==> config.mk <==
export PLATFORM = sky130hd
export DESIGN_NAME = mmr_address_generation
export DESIGN_NICKNAME = d
export VERILOG_FILES = /design/src/rtl/mmr_agen_pkg.sv /design/src/rtl/mmr_address_generation.sv
export VERILOG_INCLUDE_DIRS = /design/src /design/src/rtl
export SDC_FILE = /design/constraint.sdc
export NUM_CORES = 1
export LEC_CHECK = 0
export BUFFER_PORTS_ARGS = -buffer_cell sky130_fd_sc_hd__buf_2
export CORE_MARGIN = 3
export CORE_UTILIZATION = 40
export CTS_CLUSTER_DIAMETER = 40
export DETAILED_ROUTE_END_ITERATION = 12
export PLACE_DENSITY_LB_ADDON = 0.05
export SLEW_MARGIN = 20
export SYNTH_ARGS = -nofsm -noshare
export SYNTH_HDL_FRONTEND = slang
export SYNTH_SLANG_ARGS = --single-unit
==> constraint.sdc <==
create_clock -name i_clk -period 0.8 [get_ports i_clk]
set_clock_uncertainty 0.1 [all_clocks]
set_input_delay 0.16 -clock i_clk [delete_from_list [all_inputs] [get_ports i_clk]]
set_output_delay 0.16 -clock i_clk [all_outputs]
set_load 0.02 [all_outputs]
==> src/rtl/mmr_agen_defines.svh <==
// Purpose: Constants for the data address generator used for register access.
// Assumes: Word addresses are 23 bits; data page 0 holds the registers.
// Notes: Included by the package and by the design module.
// What this block does
// - Compat bit 0: indexed coefficient operand posts temp_reg_0 onto pointer.
// - Compat bit 1: aux_pointer_0 replaces temp_reg_0 as post increment.
// - Coefficient double word: second address is first plus one if even, else minus one.
// - Dual multiply shares one fetched coefficient between both multipliers.
// - Registers live on page 0; short absolute reaches them when upper page is 0.
// - Short constant uses 2 extension bytes, long uses 3; no parallel pairing.
// - Long absolute is the address; short is upper page joined with constant.
// - Absolute double word reads first address, then first address plus one.
// - Direct operand reaches registers with the qualifier, whatever the compiler bit.
// - Register qualifier forces upper page, compiler bit and page pointer to zero.
// - Direct double word second address is base plus offset plus one.
// - Accumulator 0 low half at its address, upper half next, low first.
// - Indirect supports single, read-dual, write-dual and double word operands.
// - Indirect modes never read or write the interrupt enable register at zero.
// - Pointer mode 1 allows only the control-mode subset of indirect forms.
// - Coefficient pointer indirect allows plain, post inc/dec, offset, pre-added offset.
// - Extended pointers are 7-bit upper field joined with 16-bit lower pointer.
// - Post inc/dec steps by 1 for single word and 2 for double word.
`ifndef MMR_AGEN_DEFINES_SVH
`define MMR_AGEN_DEFINES_SVH
`define AG_ADDR_W        23
`define AG_HIGH_W        7
`define AG_LOW_W         16
`define AG_MMR_PAGE      7'h00
`define AG_LOCAL_BASE    16'h0000
`define AG_INTERRUPT_ENABLE_0_ADDR     23'h000000
`define AG_ACCUMULATOR0_LOW_ADDR     23'h000008
`define AG_AC0_MID_ADDR  23'h000009
`define AG_AR2_ADDR      23'h000012
`define AG_AR3_ADDR      23'h000013
`define AG_DOFFSET_MASK  16'h007F
`define AG_STEP_SINGLE   23'h000001
`define AG_STEP_DOUBLE   23'h000002
`define AG_EXT_NONE      2'h0
`define AG_EXT_SHORT     2'h2
`define AG_EXT_LONG      2'h3
`endif

==> src/rtl/mmr_agen_pkg.sv <==
// Purpose: Types shared by the address generator and its bench.
// Assumes: Constants come from mmr_agen_defines.svh.
// Notes: Request and result travel as packed structs.
`include "mmr_agen_defines.svh"
package mmr_agen_pkg;
  typedef enum logic [2:0] {
    KIND_ABS16   = 3'h0,
    KIND_ABS23   = 3'h1,
    KIND_DIRECT  = 3'h2,
    KIND_IND_AR  = 3'h3,
    KIND_IND_CDP = 3'h4,
    KIND_CDP_IDX = 3'h5
  } addr_kind_t;

  typedef enum logic [3:0] {
    MOD_PLAIN      = 4'h0,
    MOD_POST_INC   = 4'h1,
    MOD_POST_DEC   = 4'h2,
    MOD_PRE_INC    = 4'h3,
    MOD_PRE_DEC    = 4'h4,
    MOD_IDX_ADD    = 4'h5,
    MOD_IDX_SUB    = 4'h6,
    MOD_IDX_OFF    = 4'h7,
    MOD_BITREV_ADD = 4'h8,
    MOD_BITREV_SUB = 4'h9,
    MOD_T1_ADD     = 4'hA,
    MOD_T1_SUB     = 4'hB,
    MOD_T1_OFF     = 4'hC,
    MOD_K16_OFF    = 4'hD,
    MOD_K16_PRE    = 4'hE,
    MOD_K3_OFF     = 4'hF
  } addr_mod_t;

  typedef enum logic [1:0] {
    BUS_SINGLE = 2'h0,
    BUS_DB_RD  = 2'h1,
    BUS_EB_WR  = 2'h2,
    BUS_DOUBLE = 2'h3
  } bus_kind_t;

  typedef struct packed {
    logic                   valid;
    addr_kind_t             kind;
    addr_mod_t              modifier;
    bus_kind_t              bus;
    logic                   mmap;
    logic                   dual_mul;
    logic [`AG_ADDR_W-1:0]  const_val;
  } agen_req_t;

  typedef struct packed {
    logic                   valid;
    logic                   double_word;
    bus_kind_t              bus;
    logic [`AG_ADDR_W-1:0]  addr;
    logic [`AG_ADDR_W-1:0]  addr2;
    logic                   coef_broadcast;
    logic                   no_parallel;
    logic [1:0]             ext_bytes;
  } agen_res_t;
endpackage : mmr_agen_pkg

==> src/rtl/mmr_address_generation.sv <==
// Purpose: Data address generation for coefficient-pointer and register access.
// Assumes: One operand request per cycle; pointer values are current.
// Notes: All results are registered, one cycle after the request.
`timescale 1ns/1ns
`include "mmr_agen_defines.svh"

module mmr_address_generation
  import mmr_agen_pkg::*;
(
  input  wire logic                   i_clk,
  input  wire logic                   i_rstn,
  input  wire agen_req_t              i_req,
  input  wire logic                   i_compat_mode_bit,
  input  wire logic                   i_compiler_mode_bit,
  input  wire logic                   i_pointer_mode_bit,
  input  wire logic [`AG_HIGH_W-1:0]  i_upper_data_page,
  input  wire logic [`AG_LOW_W-1:0]   i_data_page_pointer,
  input  wire logic [`AG_LOW_W-1:0]   i_stack_pointer,
  input  wire logic [`AG_HIGH_W-1:0]  i_aux_pointer_high,
  input  wire logic [`AG_LOW_W-1:0]   i_aux_pointer_low,
  input  wire logic [`AG_HIGH_W-1:0]  i_coef_pointer_high,
  input  wire logic [`AG_LOW_W-1:0]   i_coef_pointer_low,
  input  wire logic [`AG_LOW_W-1:0]   i_temp_reg_0,
  input  wire logic [`AG_LOW_W-1:0]   i_temp_reg_1,
  input  wire logic [`AG_LOW_W-1:0]   i_aux_pointer_0,
  output agen_res_t                   o_res,
  output logic                        o_ptr_we,
  output logic                        o_ptr_is_coef,
  output logic [`AG_ADDR_W-1:0]       o_ptr_value,
  output logic                        o_illegal,
  output logic                        o_blocked
);

  localparam int AW = `AG_ADDR_W;

  // Index and offset words are signed and extended to 23 bits, so they move
  // a pointer within a signed 16-bit range in either direction.
  function automatic logic [AW-1:0] sext16(input logic [15:0] v);
    sext16 = {{(AW-16){v[15]}}, v};
  endfunction : sext16

  function automatic logic [15:0] rev16(input logic [15:0] v);
    logic [15:0] r;
    r = 16'h0000;
    for (int b = 0; b < 16; b++) begin
      r[b] = v[15-b];
    end
    rev16 = r;
  endfunction : rev16

  // Reverse-carry add on the low word; the upper field is left unchanged.
  function automatic logic [AW-1:0] bitrev_step(input logic [AW-1:0] p,
                                                input logic [15:0]   k,
                                                input logic          sub);
    logic [15:0] s;
    s = sub ? 16'(rev16(p[15:0]) - rev16(k))
            : 16'(rev16(p[15:0]) + rev16(k));
    bitrev_step = {p[AW-1:16], rev16(s)};
  endfunction : bitrev_step

  // Request decode.
  // Kinds become single wires so the later selections read plainly.
  wire logic is_ind_ar  = (i_req.kind == KIND_IND_AR);
  wire logic is_ind_cdp = (i_req.kind == KIND_IND_CDP);
  wire logic is_cdp_idx = (i_req.kind == KIND_CDP_IDX);
  wire logic is_direct  = (i_req.kind == KIND_DIRECT);
  wire logic is_abs16   = (i_req.kind == KIND_ABS16);
  wire logic is_abs23   = (i_req.kind == KIND_ABS23);
  wire logic is_coef    = is_ind_cdp | is_cdp_idx;
  wire logic is_ind     = is_ind_ar | is_coef;
  wire logic dbl        = (i_req.bus == BUS_DOUBLE);
  wire logic dual_bus   = (i_req.bus == BUS_DB_RD) |
                          (i_req.bus == BUS_EB_WR);

  // Extended pointers are the upper field joined to the lower word.
  wire logic [AW-1:0] aux_ext  = {i_aux_pointer_high,
                                  i_aux_pointer_low};
  wire logic [AW-1:0] coef_ext = {i_coef_pointer_high,
                                  i_coef_pointer_low};
  wire logic [AW-1:0] ptr      = is_coef ? coef_ext : aux_ext;

  // Steps follow the operand size so pointers stay on word pairs.
  wire logic [AW-1:0] step = dbl ? `AG_STEP_DOUBLE
                                 : `AG_STEP_SINGLE;
  // The compat bit swaps the index source for every T0/AR0 form.
  wire logic [AW-1:0] idx  = i_compat_mode_bit
                             ? sext16(i_aux_pointer_0)
                             : sext16(i_temp_reg_0);
  wire logic [AW-1:0] t1   = sext16(i_temp_reg_1);
  wire logic [AW-1:0] k16  = sext16(i_req.const_val[15:0]);
  wire logic [AW-1:0] k3   = {{(AW-3){1'b0}}, i_req.const_val[2:0]};
  wire logic [AW-1:0] zero = {AW{1'b0}};

  // Effective modifier: the indexed coefficient kind is a post add,
  // with its index chosen by the compat bit.
  wire addr_mod_t mod_eff = is_cdp_idx ? MOD_IDX_ADD : i_req.modifier;

  // Offset applied before the access; post forms add nothing here and
  // change only the pointer.
  logic [AW-1:0] ind_off;
  always_comb begin
    case (mod_eff)
      MOD_PRE_INC:  ind_off = step;
      MOD_PRE_DEC:  ind_off = AW'(zero - step);
      MOD_IDX_OFF:  ind_off = idx;
      MOD_T1_OFF:   ind_off = t1;
      MOD_K16_OFF,
      MOD_K16_PRE:  ind_off = k16;
      MOD_K3_OFF:   ind_off = k3;
      default:      ind_off = zero;
    endcase
  end

  wire logic [AW-1:0] ind_addr = AW'(ptr + ind_off);

  // Pointer update that the outside writes back; forms that leave the
  // pointer alone keep the write strobe low.
  logic [AW-1:0] ptr_next;
  logic          ptr_mod;
  always_comb begin
    ptr_mod  = 1'b1;
    ptr_next = ptr;
    case (mod_eff)
      MOD_POST_INC:   ptr_next = AW'(ptr + step);
      MOD_POST_DEC:   ptr_next = AW'(ptr - step);
      MOD_PRE_INC,
      MOD_PRE_DEC,
      MOD_K16_PRE:    ptr_next = ind_addr;
      MOD_IDX_ADD:    ptr_next = AW'(ptr + idx);
      MOD_IDX_SUB:    ptr_next = AW'(ptr - idx);
      MOD_BITREV_ADD: ptr_next = bitrev_step(ptr, idx[15:0], 1'b0);
      MOD_BITREV_SUB: ptr_next = bitrev_step(ptr, idx[15:0], 1'b1);
      MOD_T1_ADD:     ptr_next = AW'(ptr + t1);
      MOD_T1_SUB:     ptr_next = AW'(ptr - t1);
      default:        ptr_mod  = 1'b0;
    endcase
  end

  // Direct operand: the qualifier forces page, mode and base to zero.
  wire logic [15:0] doffset = i_req.const_val[15:0] &
                              `AG_DOFFSET_MASK;
  wire logic        dir_dp  = i_req.mmap |
                              ~i_compiler_mode_bit;
  wire logic [6:0]  dir_pg  = i_req.mmap ? `AG_MMR_PAGE
                                         : i_upper_data_page;
  wire logic [15:0] dir_bs  = i_req.mmap ? `AG_LOCAL_BASE
                              : (dir_dp ? i_data_page_pointer
                                        : i_stack_pointer);
  wire logic [AW-1:0] dir_addr = {dir_pg, 16'(dir_bs + doffset)};

  // Short absolute joins the upper page; long absolute is used as is.
  // A nonzero upper page takes the short form off page 0, so registers
  // are then out of reach; the program must clear the page first.
  wire logic [AW-1:0] abs16_addr = {i_upper_data_page,
                                    i_req.const_val[15:0]};
  wire logic [AW-1:0] abs23_addr = i_req.const_val;

  // First-word address, chosen by the operand kind.
  logic [AW-1:0] addr1;
  always_comb begin
    case (i_req.kind)
      KIND_ABS16:   addr1 = abs16_addr;
      KIND_ABS23:   addr1 = abs23_addr;
      KIND_DIRECT:  addr1 = dir_addr;
      KIND_IND_AR,
      KIND_IND_CDP,
      KIND_CDP_IDX: addr1 = ind_addr;
      default:      addr1 = zero;
    endcase
  end

  // Indirect pairs stay inside an aligned pair; absolute and direct
  // simply step up, which keeps the low half of a register first.
  wire logic [AW-1:0] addr2_ind = addr1[0] ? AW'(addr1 - 1'b1)
                                           : AW'(addr1 + 1'b1);
  wire logic [AW-1:0] addr2_lin = AW'(addr1 + 1'b1);
  wire logic [AW-1:0] addr2 = is_ind ? addr2_ind : addr2_lin;

  // Pointer mode 1 admits only the control-mode subset.
  wire logic dsp_only = (mod_eff == MOD_PRE_INC) |
                        (mod_eff == MOD_PRE_DEC) |
                        (mod_eff == MOD_BITREV_ADD) |
                        (mod_eff == MOD_BITREV_SUB) |
                        (mod_eff == MOD_T1_ADD) |
                        (mod_eff == MOD_T1_SUB) |
                        (mod_eff == MOD_T1_OFF);
  wire logic ar_bad   = is_ind_ar &
                        ((i_pointer_mode_bit & dsp_only) |
                         (~i_pointer_mode_bit &
                          (mod_eff == MOD_K3_OFF)));
  wire logic cdp_ok   = (mod_eff == MOD_PLAIN) |
                        (mod_eff == MOD_POST_INC) |
                        (mod_eff == MOD_POST_DEC) |
                        (mod_eff == MOD_K16_OFF) |
                        (mod_eff == MOD_K16_PRE);
  wire logic cdp_bad  = is_ind_cdp & ~cdp_ok;
  // Read-dual and write-dual operands exist only in indirect form.
  wire logic bus_bad  = dual_bus & ~is_ind;
  wire logic illegal  = i_req.valid & (ar_bad | cdp_bad | bus_bad);

  // The interrupt enable register is unreachable through any pointer.
  // The second word is checked too, so a double access starting at
  // address one cannot reach the register from above.
  wire logic hit_interrupt_enable_0 = (addr1 == `AG_INTERRUPT_ENABLE_0_ADDR) |
                        (dbl & (addr2 == `AG_INTERRUPT_ENABLE_0_ADDR));
  wire logic blocked  = i_req.valid & ~illegal &
                        is_ind & hit_interrupt_enable_0;
  wire logic accept   = i_req.valid & ~illegal & ~blocked;

  // Constant extensions bar pairing with another instruction.
  wire logic k16_mod  = is_ind & ((mod_eff == MOD_K16_OFF) |
                                  (mod_eff == MOD_K16_PRE));
  wire logic [1:0] ext_bytes = is_abs23 ? `AG_EXT_LONG
                             : (is_abs16 | k16_mod) ? `AG_EXT_SHORT
                             : `AG_EXT_NONE;

  // The result word gathers all that the register decoder needs; it is
  // cleared first so that unused fields never carry stale bits.
  agen_res_t res_d;
  always_comb begin
    res_d                = '0;
    res_d.valid          = accept;
    res_d.double_word    = dbl;
    res_d.bus            = i_req.bus;
    res_d.addr           = addr1;
    res_d.addr2          = dbl ? addr2 : addr1;
    // One coefficient feeds both multipliers of a dual multiply.
    res_d.coef_broadcast = accept & i_req.dual_mul & is_coef;
    res_d.no_parallel    = accept & (ext_bytes != `AG_EXT_NONE);
    res_d.ext_bytes      = ext_bytes;
  end

  // A refused operand leaves its pointer untouched.
  wire logic ptr_we_d = accept & is_ind & ptr_mod;

  agen_res_t     res_q;
  logic          ptr_we_q;
  logic          ptr_coef_q;
  logic [AW-1:0] ptr_val_q;
  logic          illegal_q;
  logic          blocked_q;

  // Each output has its own short register. All reload every cycle, so
  // a refusal or a pointer write stands for one cycle only.
  always_ff @(posedge i_clk or negedge i_rstn) begin
    if (!i_rstn) begin
      res_q <= '0;
    end else begin
      res_q <= res_d;
    end
  end

  always_ff @(posedge i_clk or negedge i_rstn) begin
    if (!i_rstn) begin
      ptr_we_q <= 1'b0;
    end else begin
      ptr_we_q <= ptr_we_d;
    end
  end

  always_ff @(posedge i_clk or negedge i_rstn) begin
    if (!i_rstn) begin
      ptr_coef_q <= 1'b0;
    end else begin
      ptr_coef_q <= is_coef;
    end
  end

  always_ff @(posedge i_clk or negedge i_rstn) begin
    if (!i_rstn) begin
      ptr_val_q <= '0;
    end else begin
      ptr_val_q <= ptr_next;
    end
  end

  always_ff @(posedge i_clk or negedge i_rstn) begin
    if (!i_rstn) begin
      illegal_q <= 1'b0;
    end else begin
      illegal_q <= illegal;
    end
  end

  always_ff @(posedge i_clk or negedge i_rstn) begin
    if (!i_rstn) begin
      blocked_q <= 1'b0;
    end else begin
      blocked_q <= blocked;
    end
  end

  // Outputs come straight from the registers, with no logic behind them.
  assign o_res         = res_q;
  assign o_ptr_we      = ptr_we_q;
  assign o_ptr_is_coef = ptr_coef_q;
  assign o_ptr_value   = ptr_val_q;
  assign o_illegal     = illegal_q;
  assign o_blocked     = blocked_q;

endmodule : mmr_address_generation

==> metrics.cfg, run 1 <==
[global_route]
grt_pass1_vias=14900
gr-usage-met3_pct=3.84
busiest_layer=met2
grt_pass1_wl_um=80200
grt_use_met2_pct=56.8
grt_overflow=0
antenna_found_initial=1
grt_usage_pct=32.9
grt_util_met1_pct=42.9
grt_max_degree=24

[synthesis]
synth_seq_cells=81
syn_nets=1734
syn_inst=1470
seq_area_frac_synth_pct=18.0
synthFlopType=dfrtp_1
postSynthAreaPerCell_um2=7.67
synth_edf_count=0
synthArstFlopShare_pct=100
yosysWarningCount=0
synthesis.area_um2=11300
yosys.cell_types.count=108

[cells_and_area]
final_net_count=2591
areaGrowthSynthToFinish_pct=82.3
final_common_cell=buf_4
diodes=0
fillerInstances=2128
final_cell_mix=buf_4, buf_2, nand2_1
multi_input_area_um2=10600
seq_area_um2=2030
drive_above_1_share_pct=55.4
fin_cells=2704

[outcome]
status=finished with violations
violations=setup timing

[power_and_ir_drop]
vdd_drop_max_uv=985
cellLeakagePower_nw=9.77
powerDensity_nw_per_um2=1430
total_power_w=0.0294

[drt]
totalWireLength_um=53400
ant_nets=0
wl_per_cell_um=19.7
vias=15200
viasPerCell=5.61
drc=0
first_iter_violations=1052
detail_route.first_pass.iterations=5

[clock_network]
cts_root_buf=clkbuf_16
htreeDepth=3
clock-sinks=81
cts_buffers=9
clockBufferDepth=2
cts.clk_slew.worst_paths_ns=0.08
cts_tree=done

[flow_run]
drv_cap=0

[setup_path]
max_stage_delay_ns=0.40
path_max_fanout=6
path_buf_inv=6
worstSetupPathType=primary input to flip-flop
critPathCaptureType=flip-flop
cp-start-kind=primary input
crit_required_ns=0.96
critPathSlowestCell=a2111o_1
path_delay_family=compound AO/OA/AOI/OAI gates
cp.arrival_ns=4.75

[floorplan]
io_pins=254
dieArea_um2=30200
row_count=60
start_util_pct=41.3
dieHeight_um=174
core_um2=27300
die_w_um=174

[placement]
io_buffers=253
hpwlAfterDp_um=41800
place_congestion=0.991
dp.cells=2594

[timing]
max_slew_margin_pct=66.1
maxSlewViolCount=0
min_period_over_period_pct=573
fmax_mhz=218
grt_setup_unrepaired=true
final.setup.worst_slack_ns=-3.79
min_period_ns=4.59
worstMarginPinSlew_ns=0.508
finalHoldViolCount=0
setup_viol=159

[worst_hold_path]
hold_path_class=primary input to flip-flop

-- per-stage QoR --
stage	area, µm²	setup slack [ns]	util (%)	setup TNS [ns]	hold WS, ns
after floorplan	11800	-3.80	-	-194.53	-0.236
after global placement	17400	-4.26	63.7	-233.88	-0.0490
after detailed placement	17400	-4.28	63.7	-235.21	-0.0454
after CTS	19400	-3.59	71.1	-213.88	0.0736
after global routing	20600	-3.94	75.3	-231.17	0.118
final	20600	-3.79	75.3	-219.87	0.0788
-- state kept, by name, summed over array words and instances (netlist names) --
register / cells
o_res: 54
o_ptr_is_coef: 1
o_illegal: 1
o_blocked: 1
o_ptr_we: 1
o_ptr_value: 23
-- layout make-up --
class | count | share of cell area [%]
multi-input cells | 1252 | 51.7
repair buffers | 916 | 33.2
flip-flops and latches | 81 | 9.86
well taps | 372 | 2.26
inverters | 67 | 1.39
clock buffers | 9 | 1.10
clock inverters | 7 | 0.517
-- path summary, 6_finish.rpt --
path | start | to | slack (ns) | cells after the start
max in group asynchronous | i_rstn | o_res[39] | 0.06 | 3
setup / recovery | i_req[32] | o_blocked | -3.79 | 25
hold / removal | i_coef_pointer_low[6] | o_ptr_value[6] | 0.08 | 4
min in group asynchronous | i_rstn | o_res[19] | 0.11 | 2
-- repair_timing --
action | in CTS | in global routing
pin swaps | 138 | 134
gates resized for setup | 281 | 184
hold buffers | 5 | 0
setup buffers | 56 | 49
endpoints found under the hold margin | 85 | 0
setup endpoints to repair | 160 | 164
-- synthesized netlist by cell type (13+ instances only) --
| cell | number | area (µm²) |
|---|---|---|
| a211oi_1 | 24 | 180 |
| a21o_1 | 31 | 233 |
| a21oi_1 | 108 | 541 |
| a221o_1 | 14 | 140 |
| a22oi_1 | 22 | 165 |
| and2_1 | 13 | 81.3 |
| and3_1 | 20 | 125 |
| clkbuf_1 | 44 | 165 |
| dfrtp_1 | 81 | 2030 |
| ha_1 | 86 | 1080 |
| inv_1 | 60 | 225 |
| mux2i_1 | 50 | 500 |
| nand2_1 | 157 | 589 |
| nand2b_1 | 17 | 106 |
| nand3_1 | 42 | 210 |
| nand4_1 | 22 | 138 |
| nor2_1 | 127 | 477 |
| nor2b_1 | 15 | 93.8 |
| nor3_1 | 49 | 245 |
| nor4_1 | 13 | 81.3 |
| o21a_1 | 17 | 128 |
| o21ai_0 | 62 | 310 |
| o21bai_1 | 15 | 113 |
| o221ai_1 | 22 | 193 |
| or3_1 | 19 | 119 |
| xnor2_1 | 64 | 561 |
| xor2_1 | 23 | 201 |
-- power by group --
part / leakage [nW] / total [W] / switching, W / internal, W
logic: 8.61 / 0.0194 / 0.0101 / 0.00933
clock network: 0.163 / 0.00496 / 0.00215 / 0.00281
registers: 0.997 / 0.00499 / 0.000189 / 0.00480
total: 9.77 / 0.0294 / 0.0124 / 0.0169
-- routing by layer --
metal	share of wire, %	vias to the layer above
met5	0.024	-
met4	3.8	2
met3	5.5	126
met2	48	572
met1	42	7256
li1	-	7221
-- cell families after synthesis --
logic type      synth area share (%)
buf+inv                         5.20
mux                             4.74
flops                           18.0
fa+ha+maj                       10.4
simple gates                    24.5
compound gates                  30.3
xor+xnor                        6.90
Power figures use the tool's default switching activity.
==> run 2, diff against run 1 <==
--- a/config.mk
+++ b/config.mk
@@ -11,7 +11,7 @@
 export CORE_UTILIZATION = 40
 export CTS_CLUSTER_DIAMETER = 40
 export DETAILED_ROUTE_END_ITERATION = 12
-export PLACE_DENSITY_LB_ADDON = 0.05
+export PLACE_DENSITY_LB_ADDON = 0.2
 export SLEW_MARGIN = 20
 export SYNTH_ARGS = -nofsm -noshare
 export SYNTH_HDL_FRONTEND = slang
==> metrics.cfg, run 2 (synthesis results as in run 1) <==
[outcome]
status=finished with violations  ; unchanged
violations=setup timing  ; unchanged

[floorplan]
dieHeight_um=174  ; unchanged
die_w_um=174  ; unchanged
io_pins=254  ; unchanged
row_count=60  ; unchanged
core_um2=27300  ; unchanged
start_util_pct=41.3  ; unchanged
dieArea_um2=30200  ; unchanged

[cells_and_area]
fillerInstances=1841  ; was 2128
diodes=0  ; unchanged
largest_reg_flops=54  ; unchanged
drive_above_1_share_pct=55.5  ; was 55.4%
final_common_cell=buf_4  ; unchanged
final_cell_mix=buf_4, buf_6, buf_2  ; was buf_4, buf_2, nand2_1
areaGrowthSynthToFinish_pct=87.0  ; was 82.3%
final_net_count=2569  ; was 2591

[clock_network]
cts_root_buf=clkbuf_16  ; unchanged
cts.clk_slew.worst_paths_ns=0.08  ; about the same
htreeDepth=3  ; unchanged
clock-sinks=81  ; unchanged
clockBufferDepth=2  ; unchanged
cts_tree=done  ; unchanged
cts_buffers=9  ; unchanged

[power_and_ir_drop]
pwr-share-clk_pct=16.4  ; was 16.9%
cellLeakagePower_nw=9.95  ; was 9.77 nW
switching_share_pct=42.0  ; was 42.3%
p_int_w=0.0177  ; was 0.0169 W
powerDensity_nw_per_um2=1450  ; was 1430 nW/µm²
p_sw_w=0.0128  ; was 0.0124 W
vdd_drop_max_uv=1280  ; was 985 µV
pwr-share-comb_pct=66.6  ; was 66.1%
p_seq_share_pct=17.0  ; about the same

[drt]
wl_per_cell_um=20.8  ; was 19.7 µm
first_iter_violations=1300  ; was 1052
ant_nets=0  ; unchanged
viasPerCell=5.89  ; was 5.61
drc=0  ; unchanged
totalWireLength_um=55800  ; was 53400 µm
vias=15800  ; was 15200
detail_route.first_pass.iterations=6  ; was 5

[timing]
final.setup.worst_slack_ns=-3.80  ; was -3.79 ns
min_period_ns=4.60  ; was 4.59 ns
grt_setup_unrepaired=true  ; unchanged
maxSlewViolCount=0  ; unchanged
worstMarginPinSlew_ns=0.641  ; was 0.508 ns
min_period_over_period_pct=575  ; was 573%
fmax_mhz=217  ; was 218 MHz
setup_viol=159  ; unchanged
max_slew_margin_pct=57.3  ; was 66.1%
finalHoldViolCount=0  ; unchanged
timing.setup.tns_ns=-223.03  ; was -219.87 ns
whs_ns=0.0595  ; was 0.0788 ns

[setup_path]
critPathCaptureType=flip-flop  ; unchanged
cp.arrival_ns=4.78  ; was 4.75 ns
cp-start-kind=primary input  ; unchanged
crit_required_ns=0.98  ; was 0.96 ns
worstSetupPathType=primary input to flip-flop  ; unchanged
startpoint=i_req[28]  ; was i_req[32]
path_max_fanout=5  ; was 6

[global_route]
gr-usage-met3_pct=4.41  ; was 3.84%
grt_util_met1_pct=41.9  ; was 42.9%
grt_pass1_wl_um=81300  ; was 80200 µm
busiest_layer=met2  ; unchanged
grt_usage_pct=33.0  ; was 32.9%
grt_pass1_vias=15400  ; was 14900
grt_overflow=0  ; unchanged
grt_max_degree=25  ; was 24
grt_use_met2_pct=56.7  ; was 56.8%
antenna_found_initial=0  ; was 1

[worst_hold_path]
hold_start=i_coef_pointer_low[6]  ; unchanged
hold_path_class=primary input to flip-flop  ; unchanged

[placement]
io_buffers=253  ; unchanged
place_congestion=1.00  ; was 0.991
hpwlAfterDp_um=40700  ; was 41800 µm

[flow_run]
drv_cap=0  ; unchanged

-- run 2: cell types whose count changed in the layout (fill, tap and decap cells not counted), moves of 5 or more --
cell,before,now
xor2_1,16,21
xor2_2,7,2
buf_2,234,162
buf_6,86,190
xnor2_2,10,16
xnor2_1,54,49
buf_4,573,516
-- run 2: worst paths after layout --
| kind | to | slack (ns) | cells past startpoint |
|---|---|---|---|
| worst max-delay path | o_blocked | -3.80 | 23 |
| worst min-delay path | o_ptr_value[6] | 0.06 | 4 |
| max in group asynchronous | o_res[5] | 0.06 | 3 |
| min in group asynchronous | o_res[4] | 0.12 | 2 |
-- run 2: per-layer routing --
layer | up-vias | part of all wire [%]
met5 | - | 0
met4 | 0 | 5.3
met3 | 190 | 7.4
met2 | 821 | 48
met1 | 7605 | 39
li1 | 7177 | -
-- run 2: area by class of cell --
cell class                 count  area, µm²  area share [%]
timing repair buffer         894       7260            34.4
clock inverter                 7        105           0.498
sequential                    81       2030            9.61
multi-input combinational   1252      10700            50.8
tap                          372        465            2.21
clock buffer                   9        225            1.07
inverter                      67        283            1.34
-- run 2: metrics by stage --
step	instances	cell area, µm²	total power (W)	worst slack [ns]	util, %
after floorplan	1470	11800	0.0134	-3.80	-
after global placement	2567	17200	0.0203	-4.11	63.0
after detailed placement	2567	17200	0.0205	-4.23	63.0
after CTS	2641	19500	0.0275	-3.65	71.4
after global routing	2682	21100	0.0319	-3.96	77.2
final	2682	21100	0.0306	-3.80	77.2
-- run 2: timing repair --
| action | CTS | global route |
|---|---|---|
| pin swaps | 104 | 120 |
| buffers inserted | 60 | 59 |
| gates resized for setup | 341 | 335 |
| endpoints found under the setup margin | 158 | 158 |
| hold endpoints to repair | 85 | 0 |
| hold buffers | 5 | 0 |
-- run 2: worst max-delay path, stage by stage --
cell	delay, ns
buf_8	0.11
or3b_4	0.40
buf_4	0.16
nor2_4	0.18
buf_4	0.15
a21oi_2	0.04
nand2_2	0.09
ha_4	0.21
a211o_1	0.34
a211o_1	0.32
and3b_1	0.23
o21ai_1	0.18
o211ai_2	0.18
nor4_4	0.35
nand4_1	0.18
buf_4	0.19
buf_4	0.14
nor2_4	0.12
buf_4	0.13
a41oi_2	0.15
xor2_1	0.19
a2111o_1	0.41
a211oi_2	0.17
-- run 2: power by group through the flow --
stage / sequential (W) / clock [W] / combinational, W
after floorplan: 0.00604 / 0 / 0.00731
after global placement: 0.00505 / 0 / 0.0152
after detailed placement: 0.00506 / 0 / 0.0155
after CTS: 0.00498 / 0.00499 / 0.0176
after global routing: 0.00526 / 0.00517 / 0.0215
final: 0.00520 / 0.00501 / 0.0204
